### src/shared/adc_pkg.sv
// Constants, types and coding layout for the dual-channel converter control
package adc_pkg;

	// Result coding: natural binary, 14-bit variant
	localparam int RESULT_BITS      = 14;
	localparam int LSB_DIVISOR_14   = 16384;
	localparam int LSB_DIVISOR_12   = 4096;
	localparam int PAIR_BITS        = 2 * RESULT_BITS;

	// Analog inputs arrive as unsigned fractions; span (2.5 V) equals 2**SPAN_BITS units
	localparam int SPAN_MILLIVOLTS  = 2500;
	localparam int INPUT_BITS       = 21;
	localparam int SPAN_BITS        = 20;
	localparam logic signed [INPUT_BITS:0] SPAN_UNITS = 22'sh10_0000;
	localparam logic [RESULT_BITS-1:0] CODE_ALL_ONES  = 14'h3fff;
	localparam logic [RESULT_BITS-1:0] CODE_ALL_ZEROS = 14'h0000;

	// Serial frame, counted in serial clock rising edges after the strobe
	localparam logic [5:0] FIRST_DATA_EDGE = 6'h03;
	localparam logic [5:0] WORD0_LAST_EDGE = 6'h10;
	localparam logic [5:0] GAP_LAST_EDGE   = 6'h12;
	localparam logic [5:0] FRAME_EDGES     = 6'h20;
	localparam logic [5:0] EDGE_COUNT_RESET = 6'h00;

	// Power-down strobe counts
	localparam logic [2:0] NAP_STROBES        = 3'h2;
	localparam logic [2:0] SLEEP_STROBES      = 3'h4;
	localparam logic [2:0] STROBE_COUNT_RESET = 3'h0;

	// Result buffer
	localparam int BUFFER_DEPTH = 2;

	typedef enum logic [1:0] {
		PWR_ACTIVE = 2'b00,
		PWR_LIGHT  = 2'b01,
		PWR_DEEP   = 2'b10
	} power_e;

	localparam power_e POWER_RESET = PWR_ACTIVE;

endpackage : adc_pkg

### src/shared/pair_stream_if.sv
// Valid/ready carrier for result pairs between sampler, buffer and shifter
`timescale 1ns/1ps
interface pair_stream_if;
	import adc_pkg::*;

	logic                 pushValid;
	logic                 pushReady;
	logic [PAIR_BITS-1:0] pushData;
	logic                 popValid;
	logic                 popReady;
	logic [PAIR_BITS-1:0] popData;

	modport store (
		input  pushValid,
		input  pushData,
		input  popReady,
		output pushReady,
		output popValid,
		output popData
	);

	modport user (
		output pushValid,
		output pushData,
		output popReady,
		input  pushReady,
		input  popValid,
		input  popData
	);

endinterface : pair_stream_if

### src/design/pair_buffer.sv
// Two-entry result buffer with honest full and empty
`timescale 1ns/1ps
module pair_buffer
	import adc_pkg::*;
(
	// Clock and reset
	input wire logic        clk,
	input wire logic        rst,
	// Stream
	pair_stream_if.store    stream
);

	logic [PAIR_BITS-1:0] entries      [BUFFER_DEPTH];
	logic [PAIR_BITS-1:0] next_entries [BUFFER_DEPTH];
	logic                 writePtr;
	logic                 next_writePtr;
	logic                 readPtr;
	logic                 next_readPtr;
	logic [1:0]           fill;
	logic [1:0]           next_fill;
	logic                 doPush;
	logic                 doPop;

	assign stream.pushReady = (fill != 2'h2);
	assign stream.popValid  = (fill != 2'h0);
	assign stream.popData   = entries[readPtr];

	always_comb begin
		doPush        = stream.pushValid && stream.pushReady;
		doPop         = stream.popValid && stream.popReady;
		next_entries  = entries;
		next_writePtr = writePtr;
		next_readPtr  = readPtr;
		next_fill     = fill;
		if (doPush) begin
			next_entries[writePtr] = stream.pushData;
			next_writePtr          = ~writePtr;
		end
		if (doPop) begin
			next_readPtr = ~readPtr;
		end
		if (doPush && !doPop) begin
			next_fill = fill + 2'h1;
		end else if (doPop && !doPush) begin
			next_fill = fill - 2'h1;
		end
	end

	always_ff @(posedge clk) begin
		entries <= next_entries;
		if (rst) begin
			writePtr <= 1'b0;
			readPtr  <= 1'b0;
			fill     <= 2'h0;
		end else begin
			writePtr <= next_writePtr;
			readPtr  <= next_readPtr;
			fill     <= next_fill;
		end
	end

endmodule : pair_buffer

### src/design/converter_power_control.sv
// Conversion control, output coding and power-down sequencing of the dual converter
`timescale 1ns/1ps
module converter_power_control
	import adc_pkg::*;
(
	// Clock and reset
	input  wire logic                  clk,
	input  wire logic                  rst,
	// Serial link from host
	input  wire logic                  serialClock,
	input  wire logic                  conversion_start_strobe,
	// Analog inputs, in span fractions
	input  wire logic [INPUT_BITS-1:0] first_pair_positive_input,
	input  wire logic [INPUT_BITS-1:0] first_pair_negative_input,
	input  wire logic [INPUT_BITS-1:0] second_pair_positive_input,
	input  wire logic [INPUT_BITS-1:0] second_pair_negative_input,
	// Serial data pin
	output logic                       serialDataOut,
	output logic                       serialDataOe_n,
	// Status
	output logic                       referenceOn,
	output logic                       lightPowerDown,
	output logic                       deepPowerDown,
	output logic                       conversionBusy
);

	// Signed difference, clamped to the code range
	function automatic logic [RESULT_BITS-1:0] codeOf(
		input logic [INPUT_BITS-1:0] pos,
		input logic [INPUT_BITS-1:0] neg
	);
		logic signed [INPUT_BITS:0] diff;
		diff = signed'({1'b0, pos}) - signed'({1'b0, neg});
		if (diff < 0) begin
			codeOf = CODE_ALL_ZEROS;
		end else if (diff >= SPAN_UNITS) begin
			codeOf = CODE_ALL_ONES;
		end else begin
			codeOf = diff[SPAN_BITS-1 -: RESULT_BITS];
		end
	endfunction : codeOf

	// Two-flop synchronisers; analog codes settle long before a strobe edge matters
	logic                  sckMeta;
	logic                  sckSync;
	logic                  sckPrev;
	logic                  convMeta;
	logic                  convSync;
	logic                  convPrev;
	logic [INPUT_BITS-1:0] anaIn   [4];
	logic [INPUT_BITS-1:0] anaMeta [4];
	logic [INPUT_BITS-1:0] anaSync [4];

	assign anaIn[0] = first_pair_positive_input;
	assign anaIn[1] = first_pair_negative_input;
	assign anaIn[2] = second_pair_positive_input;
	assign anaIn[3] = second_pair_negative_input;

	genvar gi;
	generate
		for (gi = 0; gi < 4; gi++) begin : gAnaSync
			always_ff @(posedge clk) begin
				anaMeta[gi] <= anaIn[gi];
				anaSync[gi] <= anaMeta[gi];
			end
		end
	endgenerate

	always_ff @(posedge clk) begin
		if (rst) begin
			sckMeta  <= 1'b0;
			sckSync  <= 1'b0;
			sckPrev  <= 1'b0;
			convMeta <= 1'b0;
			convSync <= 1'b0;
			convPrev <= 1'b0;
		end else begin
			sckMeta  <= serialClock;
			sckSync  <= sckMeta;
			sckPrev  <= sckSync;
			convMeta <= conversion_start_strobe;
			convSync <= convMeta;
			convPrev <= convSync;
		end
	end

	logic sckRise;
	logic convRise;

	assign sckRise  = sckSync && !sckPrev;
	assign convRise = convSync && !convPrev;

	// Result buffer between sampler and shifter
	pair_stream_if stream ();

	pair_buffer resultBuffer (
		.clk    (clk),
		.rst    (rst),
		.stream (stream.store)
	);

	// Control state
	power_e               power;
	power_e               next_power;
	logic [2:0]           strobeCount;
	logic [2:0]           next_strobeCount;
	logic                 framing;
	logic                 next_framing;
	logic [5:0]           edgeCount;
	logic [5:0]           next_edgeCount;
	logic [PAIR_BITS-1:0] sampleHeld;
	logic [PAIR_BITS-1:0] next_sampleHeld;
	logic                 sampleWaiting;
	logic                 next_sampleWaiting;
	logic [PAIR_BITS-1:0] shiftReg;
	logic [PAIR_BITS-1:0] next_shiftReg;
	logic                 next_serialDataOut;
	logic                 next_serialDataOe_n;
	logic                 busy;
	logic                 popNow;
	logic [5:0]           edgeNum;

	assign stream.pushValid = sampleWaiting;
	assign stream.pushData  = sampleHeld;
	assign stream.popReady  = popNow;

	always_comb begin
		next_power          = power;
		next_strobeCount    = strobeCount;
		next_framing        = framing;
		next_edgeCount      = edgeCount;
		next_sampleHeld     = sampleHeld;
		next_sampleWaiting  = sampleWaiting;
		next_shiftReg       = shiftReg;
		next_serialDataOut  = serialDataOut;
		next_serialDataOe_n = serialDataOe_n;
		popNow              = 1'b0;
		edgeNum             = edgeCount + 6'h01;
		busy                = framing && (edgeCount < FRAME_EDGES);

		// Sample leaves for the buffer; waits while the buffer is full
		if (sampleWaiting && stream.pushReady) begin
			next_sampleWaiting = 1'b0;
		end

		// Clock edge clears the strobe run and wakes from light power-down
		if (sckRise) begin
			next_strobeCount = STROBE_COUNT_RESET;
			if (power == PWR_LIGHT) begin
				next_power = PWR_ACTIVE;
			end
		end

		// Serial frame; the frame survives a nap so a woken host still gets its data
		if (sckRise && busy) begin
			next_edgeCount = edgeNum;
			if (edgeNum == FIRST_DATA_EDGE) begin
				popNow              = stream.popValid;
				next_serialDataOut  = stream.popValid && stream.popData[PAIR_BITS-1];
				next_shiftReg       = stream.popData << 1;
				next_serialDataOe_n = 1'b0;
			end else if (edgeNum > FIRST_DATA_EDGE
					&& (edgeNum <= WORD0_LAST_EDGE || edgeNum > GAP_LAST_EDGE)) begin
				next_serialDataOut  = shiftReg[PAIR_BITS-1];
				next_shiftReg       = shiftReg << 1;
				next_serialDataOe_n = 1'b0;
			end else if (edgeNum > WORD0_LAST_EDGE) begin
				next_serialDataOe_n = 1'b1;
			end
		end else if (sckRise && framing) begin
			next_framing        = 1'b0;
			next_serialDataOe_n = 1'b1;
		end

		// Strobe: start a conversion, or count towards power-down
		if (convRise) begin
			if (next_strobeCount < SLEEP_STROBES) begin
				next_strobeCount = next_strobeCount + 3'h1;
			end
			if (next_power == PWR_ACTIVE && !busy && next_strobeCount == 3'h1) begin
				next_framing        = 1'b1;
				next_edgeCount      = EDGE_COUNT_RESET;
				next_serialDataOe_n = 1'b1;
				next_sampleWaiting  = 1'b1;
				next_sampleHeld     = {codeOf(anaSync[0], anaSync[1]),
					codeOf(anaSync[2], anaSync[3])};
			end
			if (next_strobeCount == NAP_STROBES) begin
				next_power = PWR_LIGHT;
			end else if (next_strobeCount == SLEEP_STROBES) begin
				next_power = PWR_DEEP;
			end
		end
	end

	always_ff @(posedge clk) begin
		if (rst) begin
			power          <= POWER_RESET;
			strobeCount    <= STROBE_COUNT_RESET;
			framing        <= 1'b0;
			edgeCount      <= EDGE_COUNT_RESET;
			sampleHeld     <= '0;
			sampleWaiting  <= 1'b0;
			shiftReg       <= '0;
			serialDataOut  <= 1'b0;
			serialDataOe_n <= 1'b1;
			referenceOn    <= 1'b1;
			lightPowerDown <= 1'b0;
			deepPowerDown  <= 1'b0;
			conversionBusy <= 1'b0;
		end else begin
			power          <= next_power;
			strobeCount    <= next_strobeCount;
			framing        <= next_framing;
			edgeCount      <= next_edgeCount;
			sampleHeld     <= next_sampleHeld;
			sampleWaiting  <= next_sampleWaiting;
			shiftReg       <= next_shiftReg;
			serialDataOut  <= next_serialDataOut;
			serialDataOe_n <= next_serialDataOe_n;
			// Reference off only in deep; leaving deep for light restarts it
			referenceOn    <= (next_power != PWR_DEEP);
			lightPowerDown <= (next_power == PWR_LIGHT);
			deepPowerDown  <= (next_power == PWR_DEEP);
			conversionBusy <= next_framing && (next_edgeCount < FRAME_EDGES);
		end
	end

endmodule : converter_power_control

### config.mk
export PLATFORM = sky130hd
export DESIGN_NAME = converter_power_control
export DESIGN_NICKNAME = d
export VERILOG_FILES = /design/src/shared/adc_pkg.sv /design/src/shared/pair_stream_if.sv /design/src/design/pair_buffer.sv /design/src/design/converter_power_control.sv
export SDC_FILE = /design/constraint.sdc
export NUM_CORES = 1
export LEC_CHECK = 0
export BUFFER_PORTS_ARGS = -buffer_cell sky130_fd_sc_hd__buf_2
export CAP_MARGIN = 20
export CORE_ASPECT_RATIO = 0.5
export CORE_UTILIZATION = 25
export CTS_BUF_LIST = sky130_fd_sc_hd__clkbuf_2 sky130_fd_sc_hd__clkbuf_4 sky130_fd_sc_hd__clkbuf_8
export DETAILED_ROUTE_END_ITERATION = 10
export GPL_TIMING_DRIVEN = 0
export SKIP_LAST_GASP = 1
export SYNTH_ARGS = -nofsm -noshare
export SYNTH_HDL_FRONTEND = slang
export SYNTH_HIERARCHICAL = 1
export SYNTH_SLANG_ARGS = --single-unit
### constraint.sdc
create_clock -name clk -period 2.8 [get_ports clk]
set_input_delay 0.14 -clock clk [delete_from_list [all_inputs] [get_ports clk]]
set_output_delay 0.14 -clock clk [all_outputs]
set_load 0.05 [all_outputs]
# After elaboration in Yosys (flattened, before gate mapping)
# Memory sizes are Yosys's and may differ from the RTL's.
# Index checks and enable logic that the tools add are counted.
dict set report word_totals {
  n_memories 2
  regBits 141
  latch_bits 0
  rom_bits 0
  ramBits 168
  elab_cells 130
  out_inout_bits 6
}
dict set report classes {
  n_bitwise 4
  mul 0
  eq_ne 9
  add_sub_neg 6
  mux 44
  div 0
  order_cmp 14
  shift 0
  n_reduce_logical 27
}
# memory words word_bits read_ports rd_clocked_by_memory_dff wr line
set mem_list {}
lappend mem_list {anaMeta 4 21 4 0 4 converter_power_control.sv:51} ;# logic [INPUT_BITS-1:0] anaMeta [4];
lappend mem_list {anaSync 4 21 4 0 4 converter_power_control.sv:52} ;# logic [INPUT_BITS-1:0] anaSync [4];
# operator n
set ops {}
lappend ops {{28-bit 2-to-1 mux} 6}
lappend ops {{56-bit bitwise mux} 1}
lappend ops {{14-bit 2-to-1 mux} 4}
lappend ops {{22-bit >= comparator, second input constant} 2}
lappend ops {{22-bit by 1-bit < comparator with 1-bit output, second input constant} 2}
lappend ops {{21-bit by 21-bit subtractor with 22-bit output} 2}
lappend ops {{28-bit demux with 1-bit select} 1}
lappend ops {{1-bit 2-to-1 mux} 18}
lappend ops {{6-bit 2-to-1 mux} 3}
lappend ops {{1-bit logical AND} 15}
lappend ops {{2-bit 2-to-1 mux} 7}
lappend ops {{6-bit by 5-bit > comparator with 1-bit output, second input constant} 2}
lappend ops {{6-bit < comparator, second input constant} 2}
lappend ops {{3-bit 2-to-1 mux} 4}
lappend ops {{6-bit by 1-bit adder with 6-bit output, second input constant} 1}
lappend ops {{6-bit by 2-bit equality test with 1-bit output, second input constant} 1}
lappend ops {{6-bit by 2-bit > comparator with 1-bit output, second input constant} 1}
lappend ops {{6-bit by 5-bit <= comparator with 1-bit output, second input constant} 1}
lappend ops {{2-bit nonzero test} 3}
lappend ops {{1-bit logical NOT} 5}
lappend ops {{2-bit by 1-bit equality test with 1-bit output, second input constant} 2}
lappend ops {{2-bit >= comparator, second input constant} 2}
lappend ops {{2-bit != test, second input constant} 2}
lappend ops {{1-bit inverter with 2-bit output} 2}
lappend ops {{13 further kinds} 15}

# Longest topological paths before layout
# Gate-level depths: netlist of run 1.
dict set report depth {
  depth_word 12
  mapped_depth 13
  depth_no_buf 11
}

# Cells and area by module
# The synthesis of run 1 kept the hierarchy.
# module n_inst cells_per_inst area_per_inst_um2 seq_area_each_um2
set modules_own_cells {}
lappend modules_own_cells {converter_power_control 1 872 9013.6 4964.8}
lappend modules_own_cells {pair_buffer 1 109 2224.6 1761.7}

# Worst setup path before layout of run 1
# Ideal clock, no wire load.
dict set report synth_timing {
  kind {reg-to-reg}
  from {register edgeCount[1]}
  to {register resultBuffer.fill[1]}
  period_less_slack_ns 2.682
  slack_ns 0.118
  arrival_time_ns 2.612
  n_path_buf 2
  required_ns 2.730
  setup_ns 0.070
  path_stages_with_launch 12
  path_cell_list {dfxtp_1 -> ha_1 -> or2_2 -> o32ai_1 -> and3_1 -> buf_2 -> buf_4 -> and3_1 -> o21ai_0 -> ha_1 -> or3_1 -> a21oi_1}
}
dict set report synth_via {
  elab_chain_len 8
}
# item line
set synth_rtl {}
lappend synth_rtl {{start, declared} converter_power_control.sv:109} ;# logic [5:0] edgeCount;
lappend synth_rtl {{start signal, assigned} converter_power_control.sv:215} ;# edgeCount <= next_edgeCount;
lappend synth_rtl {{6-bit by 1-bit adder with 6-bit output / 6-bit < comparator (equally long branches)} {converter_power_control.sv:138, converter_power_control.sv:139}}
lappend synth_rtl {{6-bit by 2-bit equality test with 1-bit output / 1-bit logical AND (equally long branches)} {converter_power_control.sv:157, converter_power_control.sv:139}}
lappend synth_rtl {{1-bit 2-to-1 mux / 1-bit logical AND (equally long branches)} {converter_power_control.sv:157, converter_power_control.sv:155}}
lappend synth_rtl {{1-bit 2-to-1 mux *} converter_power_control.sv:155} ;# if (sckRise && busy) begin
lappend synth_rtl {{net popNow} converter_power_control.sv:120} ;# logic popNow;
lappend synth_rtl {{1-bit logical AND *} pair_buffer.sv:30} ;# doPop = stream.popValid && stream.popReady;
lappend synth_rtl {{1-bit logical NOT} pair_buffer.sv:42} ;# if (doPush && !doPop) begin
lappend synth_rtl {{1-bit logical AND} pair_buffer.sv:42}
lappend synth_rtl {{2-bit 2-to-1 mux / 2-bit nonzero test (equally long branches)} --}
lappend synth_rtl {{end signal, assigned} pair_buffer.sv:58} ;# fill <= next_fill;
lappend synth_rtl {{end, declared} pair_buffer.sv:19} ;# logic [1:0] fill;
# The timed path passes the listed nets; every way through them passes the cells marked *.
# A chain may end at the register's enable or synchronous reset.

==> results of run 1 <==
[layout make-up]
cell class | count | area [um2]
fillers | 4359 | 29400
clock inverters | 13 | 131
inverters | 59 | 221
flip-flops and latches | 308 | 6730
well taps | 588 | 736
clock buffers | 73 | 886
plain buffers | 34 | 235
repair buffers | 190 | 1440
multi-input cells | 579 | 4230
[sequential cells by signal, summed over array words and instances, names as in the netlist, 2 cells and up]
register              flops
resultBuffer/entries     56
anaMeta                  84
anaSync                  84
strobeCount               3
edgeCount                 6
power                     2
shiftReg                 27
resultBuffer/fill         2
sampleHeld               28
[where the power goes]
part           internal [uW]  switching [uW]  total [uW]
registers               4660            51.3        4710
clock network           2210            1690        3900
logic                    439             492         931
total                   7310            2230        9540
[cell families (layout without fill, tap and decap cells)]
kind of cell | count (synthesis) | count (layout) | share of synthesized area (%)
multiplexers | 57 | 57 | 5.39
adder cells (fa/ha/maj) | 49 | 49 | 5.59
AO/OA/AOI/OAI | 196 | 196 | 12.2
XOR/XNOR | 33 | 33 | 2.64
AND/OR/NAND/NOR | 244 | 244 | 10.4
buffers and inverters | 94 | 369 | 3.91
flip-flops | 308 | 308 | 59.9
[cells in the final DEF, fill, tap and decap left out, drive strengths merged, types with 15 or more instances in the layout]
cell type,synthesis,final
clkbuf,11,84
dfxtp,252,252
mux2i,29,29
xnor2,16,16
nor2,80,80
xor2,17,17
edfxtp,56,56
a211oi,34,34
o21ai,47,47
nor3,15,15
inv,59,60
a21oi,47,47
ha,47,47
dlygate4sd3,0,87
mux2,28,28
buf,24,126
nand2,73,73
[worst reg2reg max path, delay by kind of cell, from the launching register on]
family / cells / cell delay, ps
adders and majority gates: 2 / 460
AOI/OAI and AO/OA: 5 / 1070
xor gates and xnor gates: 1 / 110
DFF: 1 / 320
and+or+nand+nor: 2 / 380
buffers and inverters: 3 / 340
[worst min-delay path by stage]
stage                                        start              to  slack, ps  cells after the start
floorplan             first_pair_positive_input[0]   anaMeta[0][0]        170                      0
global placement    second_pair_negative_input[17]  anaMeta[3][17]        240                      1
detailed placement    first_pair_positive_input[9]   anaMeta[0][9]        240                      1
CTS                   first_pair_positive_input[9]   anaMeta[0][9]        160                      2
global route         first_pair_negative_input[19]  anaMeta[1][19]        170                      2
finish               first_pair_negative_input[19]  anaMeta[1][19]        200                      2
[stage by stage]
stage | TNS (ps) | area (um2) | setup slack, ps | instances
finish | -12.7 | 14600 | -12.7 | 1844
global route | -425 | 14600 | -113 | 1844
CTS | 0 | 14400 | 9.31 | 1839
detailed placement | -2000 | 12500 | -203 | 1663
global placement | -1180 | 12400 | -157 | 1662
floorplan | 0 | 11200 | 118 | 981
[metal layers]
layer / share of wire [%] / vias to the layer above
met5: 0 / -
met4: 2.4 / 0
met3: 4.0 / 47
met2: 49 / 103
met1: 45 / 3646
li1: - / 3924
[what timing repair did]
action,4_1_cts,5_1_grt
buffers inserted,3,5
endpoints found under the setup margin,26,29
pin swaps,3,13
cloned,0,1
hold buffers,87,0
endpoints found under the hold margin,90,0
resized for setup,10,45
==> impl_metrics.toml, run 1 <==
[timing]
hold_viol = 0
relSlewSlack_pct = 49.2
finClkSkew_ps = 32.2
setup_viol = 1
holdWs_ps = 198
rsz0062_at_grt = "yes"
slew_violations = 0
min_period_ps = 2810
fin_ws_ps = -12.7
tightest_slew_ps = 762
timing.final.crit_share_pct = 100
fmax_mhz = 356

[synth]
synthTopCellsByArea = "dfxtp_1, edfxtp_1, ha_1"
synth_most_common_cell = "dfxtp_1"
yosys_register_bits = 308
synth.largest_area_cell = "dfxtp_1"
synth-edff-count = 56
synth_cells = 981
synth_top_area_share_pct = 44.9
async_reset_ff_share_pct = 0
synth_flop_cell = "dfxtp_1"
synthDistinctLibCells = 73
ys_top_cells_by_count = "dfxtp_1, nor2_1, nand2_1"
synth_area_um2 = 11200
syn_area_per_cell_um2 = 11.5
ys_seq_area_share_pct = 59.9
syn_nets = 1118
ys_warn_count = 6

[clocking]
cts_made_buffers = 48
root_buffer = "clkbuf_8"
cts_sinks = 308
insertion_delay_ps = 580
htree_levels = 2
cts.clk_slew.worst_paths_ps = 60
cts_tree = "yes"
cts_buffer_depth = 3

[placed_design]
io_buffers = 93
hpwl_um = 16000
place_congestion = 0.796

[cells_and_area]
drive_gt1_share_pct = 24.1
fin_util_pct = 33.2
area_growth_pct = 30.0
fin_nets = 1357
antennaDiodeCount = 0

[power]
ir_worst_vdd_mv = 0.347
p_per_area_nw_per_um2 = 653
leakage_uw = 0.00593
power_uw = 9540

[worst_setup_path]
worst_ep_required_time_ps = 3220
ff2ff_setup_slack_ps = -10
crit_arrival_ps = 3230
r2r_cells = 13
r2r-start = "anaSync[0][0]"
path_cells = "inv_2 -> ha_4 -> fa_2 -> and2b_1 -> o31ai_4 -> a221oi_2 -> a21oi_2 -> a311oi_2 -> xor2_2 -> buf_4 -> buf_4 -> nor4_2 -> o21ai_0"
path_depth = 13
slowest_delay_ps = 360
crit_slowest_cell = "a221oi_2"
cp_num_buf_inv = 3
crit_fanout = 5
cp_top_family = "compound AO/OA/AOI/OAI gates"
critPathLaunchType = "flop"
end_kind = "flop"
worstReg2RegEnd = "sampleHeld[27]"
path_class = "flop to flop"
crit_top_cell = "buf_4"
cp-endpoint = "sampleHeld[27]"
startpoint = "anaSync[0][0]"

[global_route]
grt_pass1_vias = 7755
grt_busiest_layer = "met2"
use_met3_pct = 2.35
grt_util_met1_pct = 12.8
grt_remaining_overflow = 0
grt_pass1_wl_um = 38900
grt_usage_pct = 10.4
antenna_found_initial = 0
grt_max_degree = 29
use_met2_pct = 17.8

[floorplan]
rows = 54
coreArea_um2 = 44000
die_h_um = 152
die_x_um = 302
start_util_pct = 25.6
ios = 94
die-area_um2 = 45900

[detailed_routing]
routed_wl_um = 24200
avgRoutedWirePerCell_um = 13.1
drc = 0
drtPass1Iterations = 4
antenna_left = 0
avgViaCountPerCell = 4.19
vias = 7720
drt_first_iter_violations = 328

[status]
violations = "negative setup slack"
status = "finished, violations left"

[job]
cap_viol_max_count = 0

[worst_hold_path]
min_path_type = "input port to flop"
(Power assumes the default switching activity.)
==> inputs of run 2 (changes only) <==
- ABC_AREA: unset -> 1
- CELL_PAD_IN_SITES_DETAIL_PLACEMENT: unset -> 1
- CELL_PAD_IN_SITES_GLOBAL_PLACEMENT: unset -> 1
- PLACE_DENSITY_LB_ADDON: unset -> 0.1
==> run 2 against run 1 <==
Effect of this change: the run now ends clean; combinational power up 5.8%; clock power up 19%; first-iteration DRC count down 21%; count of clock-buffer cells in the layout down 8; hold slack worse by 19 ps; fmax up 11%; setup slack better by 280 ps; synthesized cell count up 57%; global-route usage up 3.0 points; via count up 29%; synthesized area up 9.8%.
==> impl_metrics.toml, run 2 <==
[status]
status = "complete, no violations"

[worst_setup_path]
cp_num_buf_inv = 4
slowest_delay_ps = 380
end_kind = "flop"
path_cells = "ha_2 -> nand2_1 -> nand2_1 -> nand3_4 -> nor2_4 -> buf_6 -> buf_8 -> nand2_1 -> nor2_1 -> nand2_1 -> ha_1 -> inv_1 -> nand3_1 -> nand2_1 -> inv_1 -> nor2_1"
cp_top_family = "simple AND/OR/NAND/NOR gates"
crit_fanout = 10
crit_slowest_cell = "dfxtp_2"
crit_top_cell = "nand2_1"
worst_ep_required_time_ps = 3330
path_class = "flop to flop"
crit_arrival_ps = 3060
critPathLaunchType = "flop"

[synth]
synthTopCellsByArea = "dfxtp_1, nand2_1, edfxtp_1"
synth_cells = 1539
synth_flop_cell = "dfxtp_1"
ys_top_cells_by_count = "nand2_1, dfxtp_1, inv_1"
ys_seq_area_share_pct = 54.5
syn_area_per_cell_um2 = 8.02
syn_nets = 1676
synth_area_um2 = 12300
synth-edff-count = 56
yosys_register_bits = 308
ys_warn_count = 6
synth_top_area_share_pct = 40.9
async_reset_ff_share_pct = 0
synth_most_common_cell = "nand2_1"
synthDistinctLibCells = 32
synth.largest_area_cell = "dfxtp_1"

[cells_and_area]
fin_util_pct = 32.4
final_cell_area_um2 = 15700
mostFrequentLayoutCells = "nand2_1, dfxtp_1, inv_1, nor2_1, buf_2"
layout_commonest_cell = "nand2_1"
reg_top3 = "anaMeta x84, anaSync x84, resultBuffer/entries x56"
drive_gt1_share_pct = 12.4
fin_nets = 1909
finalNonFillerCells = 2462
area_growth_pct = 27.6

[clocking]
cts_buffer_depth = 3
cts_sinks = 308
cts_tree = "yes"
root_buffer = "clkbuf_8"
cts.clk_slew.worst_paths_ps = 70
htree_levels = 2
insertion_delay_ps = 590
cts_made_buffers = 48

[timing]
fmax_mhz = 395
relSlewSlack_pct = 42.4
finClkSkew_ps = 27.6
tightest_slew_ps = 862
min_period_ps = 2530
hold_viol = 0
setup_viol = 0
fin_ws_ps = 269
timing.final.crit_share_pct = 90.4
rsz0062_at_grt = "no"
slew_violations = 0

[placed_design]
place_inst = 2281
pre_cts_ws_ps = -2.44
hpwl_um = 24700
place_congestion = 0.818
io_buffers = 93
place_area_um2 = 13600

[global_route]
grt_pass1_vias = 10700
antenna_found_initial = 1
grt_pass1_wl_um = 54500
grt_remaining_overflow = 0
grt_usage_pct = 13.5
grt_max_degree = 29

[detailed_routing]
drc = 0
vias = 9925
drtPass1Iterations = 6
antenna_left = 0
avgViaCountPerCell = 4.03
avgRoutedWirePerCell_um = 13.3
routed_wl_um = 32600
drt_first_iter_violations = 260

[floorplan]
start_util_pct = 25.4
rows = 57
die_x_um = 316
die-area_um2 = 50300
ios = 94
coreArea_um2 = 48600
die_h_um = 159

[power]
leakage_uw = 0.00751
ir_worst_vdd_mv = 0.361
p_per_area_nw_per_um2 = 657

[worst_hold_path]
min_path_type = "input port to flop"

[job]
cap_viol_max_count = 0
run 2: timing repair:
action | CTS | global route
setup endpoints to repair | 1 | 18
setup buffers | 0 | 3
pin swaps | 0 | 2
hold endpoints to repair | 95 | 0
resized for setup | 1 | 7
hold buffers | 87 | 0
run 2: cells by family after synthesis:
family          Yosys count  share of synthesized area [%]
simple gates            816                           27.1
flops                   308                           54.5
buf+inv                 263                           8.57
compound gates           90                           3.85
fa+ha+maj                49                           5.09
xor+xnor                 13                          0.923
run 2: layer usage:
layer  routed length (um)  track usage (%)
met5                    0                0
met4                  616             3.72
met3                 1430             3.01
met2                13500             20.4
met1                17100             19.1
run 2: path summary, 6_finish.rpt:
kind                                  from                   end  slack [ps]  cells past startpoint
min reg2reg                 anaMeta[0][19]        anaSync[0][19]         320                      0
max reg2reg                   edgeCount[0]  resultBuffer/fill[1]         270                     16
min          second_pair_negative_input[9]         anaMeta[3][9]         180                      2
max                           edgeCount[0]  resultBuffer/fill[1]         270                     16
run 2: area by class of cell:
type                            count  area, um2
Fill cell                        5826      32900
Sequential cell                   308       6730
Multi-Input combinational cell    968       4580
Timing Repair Buffer              183       1360
Inverter                          228        856
Clock buffer                       65        845
Tap cell                          649        812
Clock inverter                     24        355
Buffer                             35        203
Antenna cell                        2       5.00
run 2: where the power goes:
part           internal (uW)  switching [uW]  leakage, uW
logic                    385             600      0.00425
clock network           2810            1840     0.000611
registers               4660            53.3      0.00265
total                   7860            2490      0.00751
run 2: through the flow:
stage	setup TNS [ps]	total power [uW]	hold WS [ps]
5_1_grt	0	10900	121
3_5_place_dp	-2.44	5720	244
4_1_cts	0	10600	106
2_1_floorplan	0	5380	168
6_report	0	10300	179
3_3_place_gp	-5490	5700	242
==> inputs of run 3 (changes only) <==
- clock period: 2.8 -> 2.7 ns (I/O delays scaled with it)
==> run 3 against run 2 <==
Effect of this change: core utilization hardly changed; wire length is 0.12% lower; largest cell class unchanged; final area hardly changed; via count hardly changed; first-iteration DRC count is 16% higher.
==> impl_metrics.toml, run 3 (synthesis gave the netlist of run 2 again) <==
[status]
status = "complete, no violations"

[clocking]
cts_made_buffers = 48
insertion_delay_ps = 590
htree_levels = 2
root_buffer = "clkbuf_8"
cts_tree = "yes"
cts.clk_slew.worst_paths_ps = 70
cts_buffer_depth = 3
cts_sinks = 308

[power]
leakage_uw = 0.00752
p_sw_share_pct = 24.1
power.share.sequential_pct = 45.6
p_int_uw = 8150
p_per_area_nw_per_um2 = 682
ir_worst_vdd_mv = 0.375
pwr-share-comb_pct = 9.5
power.switching_uw = 2590
clockPowerShare_pct = 44.9

[worst_setup_path]
crit_arrival_ps = 3100
critPathLaunchType = "flop"
path_class = "flop to flop"
slowest_delay_ps = 350
path_cells = "ha_1 -> nand3_1 -> nand2_1 -> nand2_1 -> nand3_4 -> nor2_4 -> buf_6 -> buf_8 -> nand2_1 -> nor2_1 -> nand2_1 -> ha_1 -> inv_1 -> nand3_1 -> nand2_1 -> inv_1 -> nor2_1"
end_kind = "flop"
crit_top_cell = "nand2_1"
crit_slowest_cell = "dfxtp_2"
crit_fanout = 10
startpoint = "edgeCount[0]"
cp_top_family = "simple AND/OR/NAND/NOR gates"
r2r-start = "edgeCount[0]"
cp_num_buf_inv = 4
worst_ep_required_time_ps = 3230

[global_route]
grt_remaining_overflow = 0
grt_pass1_vias = 10700
antenna_found_initial = 1
grt_max_degree = 29
grt_pass1_wl_um = 54500
grt_usage_pct = 13.5

[floorplan]
die-area_um2 = 50300
coreArea_um2 = 48600
die_x_um = 316
rows = 57
start_util_pct = 25.4
ios = 94
die_h_um = 159

[detailed_routing]
avgViaCountPerCell = 4.03
antenna_left = 0
avgRoutedWirePerCell_um = 13.2
vias = 9933
routed_wl_um = 32600
drt_first_iter_violations = 302
drc = 0
drtPass1Iterations = 6

[cells_and_area]
final_cell_area_um2 = 15700
fin_nets = 1909
mostFrequentLayoutCells = "nand2_1, dfxtp_1, inv_1, nor2_1, buf_2"
drive_gt1_share_pct = 12.4
reg_top3 = "anaMeta x84, anaSync x84, resultBuffer/entries x56"
layout_commonest_cell = "nand2_1"
area_growth_pct = 27.6
fillers = 5821

[timing]
fmax_mhz = 390
min_period_ps = 2570
relSlewSlack_pct = 42.4
finClkSkew_ps = 28.3
hold_viol = 0
tightest_slew_ps = 862
timing.final.crit_share_pct = 95.1
rsz0062_at_grt = "yes"
setup-tns-final_ps = 0
slew_violations = 0
setup_viol = 0

[worst_hold_path]
min_path_type = "input port to flop"
hp-start = "second_pair_negative_input[9]"

[placed_design]
hpwl_um = 24700
place_area_um2 = 13600
place_congestion = 0.818
io_buffers = 93

[job]
cap_viol_max_count = 0
==> run 3: cell counts in the layout (fill, tap and decap cells not counted) <==
Identical to the previous run, type by type.
==> run 3: metal layers <==
layer	track usage, %	up-vias	share of wire [%]	wire [um]
met4	3.74	0	2.0	642
met2	20.4	128	41	13400
met3	3.01	51	4.4	1450
met1	19.2	4530	52	17100
met5	0	-	0	0
li1	-	5224	-	-
==> run 3: cell type report <==
class | count | area, um2 | share of cell area (%)
tap | 649 | 812 | 5.16
clock buffer | 65 | 845 | 5.36
inverter | 228 | 856 | 5.44
buffer | 35 | 203 | 1.29
clock inverter | 24 | 355 | 2.26
antenna | 2 | 5.00 | 0.0318
sequential | 308 | 6730 | 42.7
timing repair buffer | 183 | 1360 | 8.63
multi-input combinational | 968 | 4580 | 29.1
==> run 3: final timing paths <==
kind              cells past startpoint  slack (ps)                   end
setup / recovery                     17         130  resultBuffer/fill[1]
hold / removal                        2         170         anaMeta[3][9]
setup reg to reg                     17         130  resultBuffer/fill[1]
hold reg to reg                       0         320        anaSync[0][19]
==> run 3: power groups by stage <==
stage	clock network [uW]	logic, uW	registers, uW
2_1_floorplan	0	606	4980
3_3_place_gp	0	920	4990
3_5_place_dp	0	932	5000
4_1_cts	5050	1030	4900
5_1_grt	5260	1170	4910
6_report	4820	1020	4890
==> run 3: stage by stage <==
| step | hold WS (ps) | setup slack, ps | util, % | power, uW | instances |
|---|---|---|---|---|---|
| detailed placement | 239 | -102 | 28.0 | 5930 | 2281 |
| global placement | 237 | -203 | 28.0 | 5910 | 2281 |
| global route | 116 | -117 | 32.4 | 11300 | 2462 |
| finish | 174 | 133 | 32.4 | 10700 | 2462 |
| CTS | 101 | 5.21 | 32.3 | 11000 | 2458 |
| floorplan | 163 | 466 | - | 5580 | 1539 |
==> run 3: timing repair <==
action,CTS,global route
endpoints found under the setup margin,1,23
hold buffers,87,0
resized for setup,3,6
hold endpoints to repair,95,0
buffers inserted,1,2
pin swaps,1,1
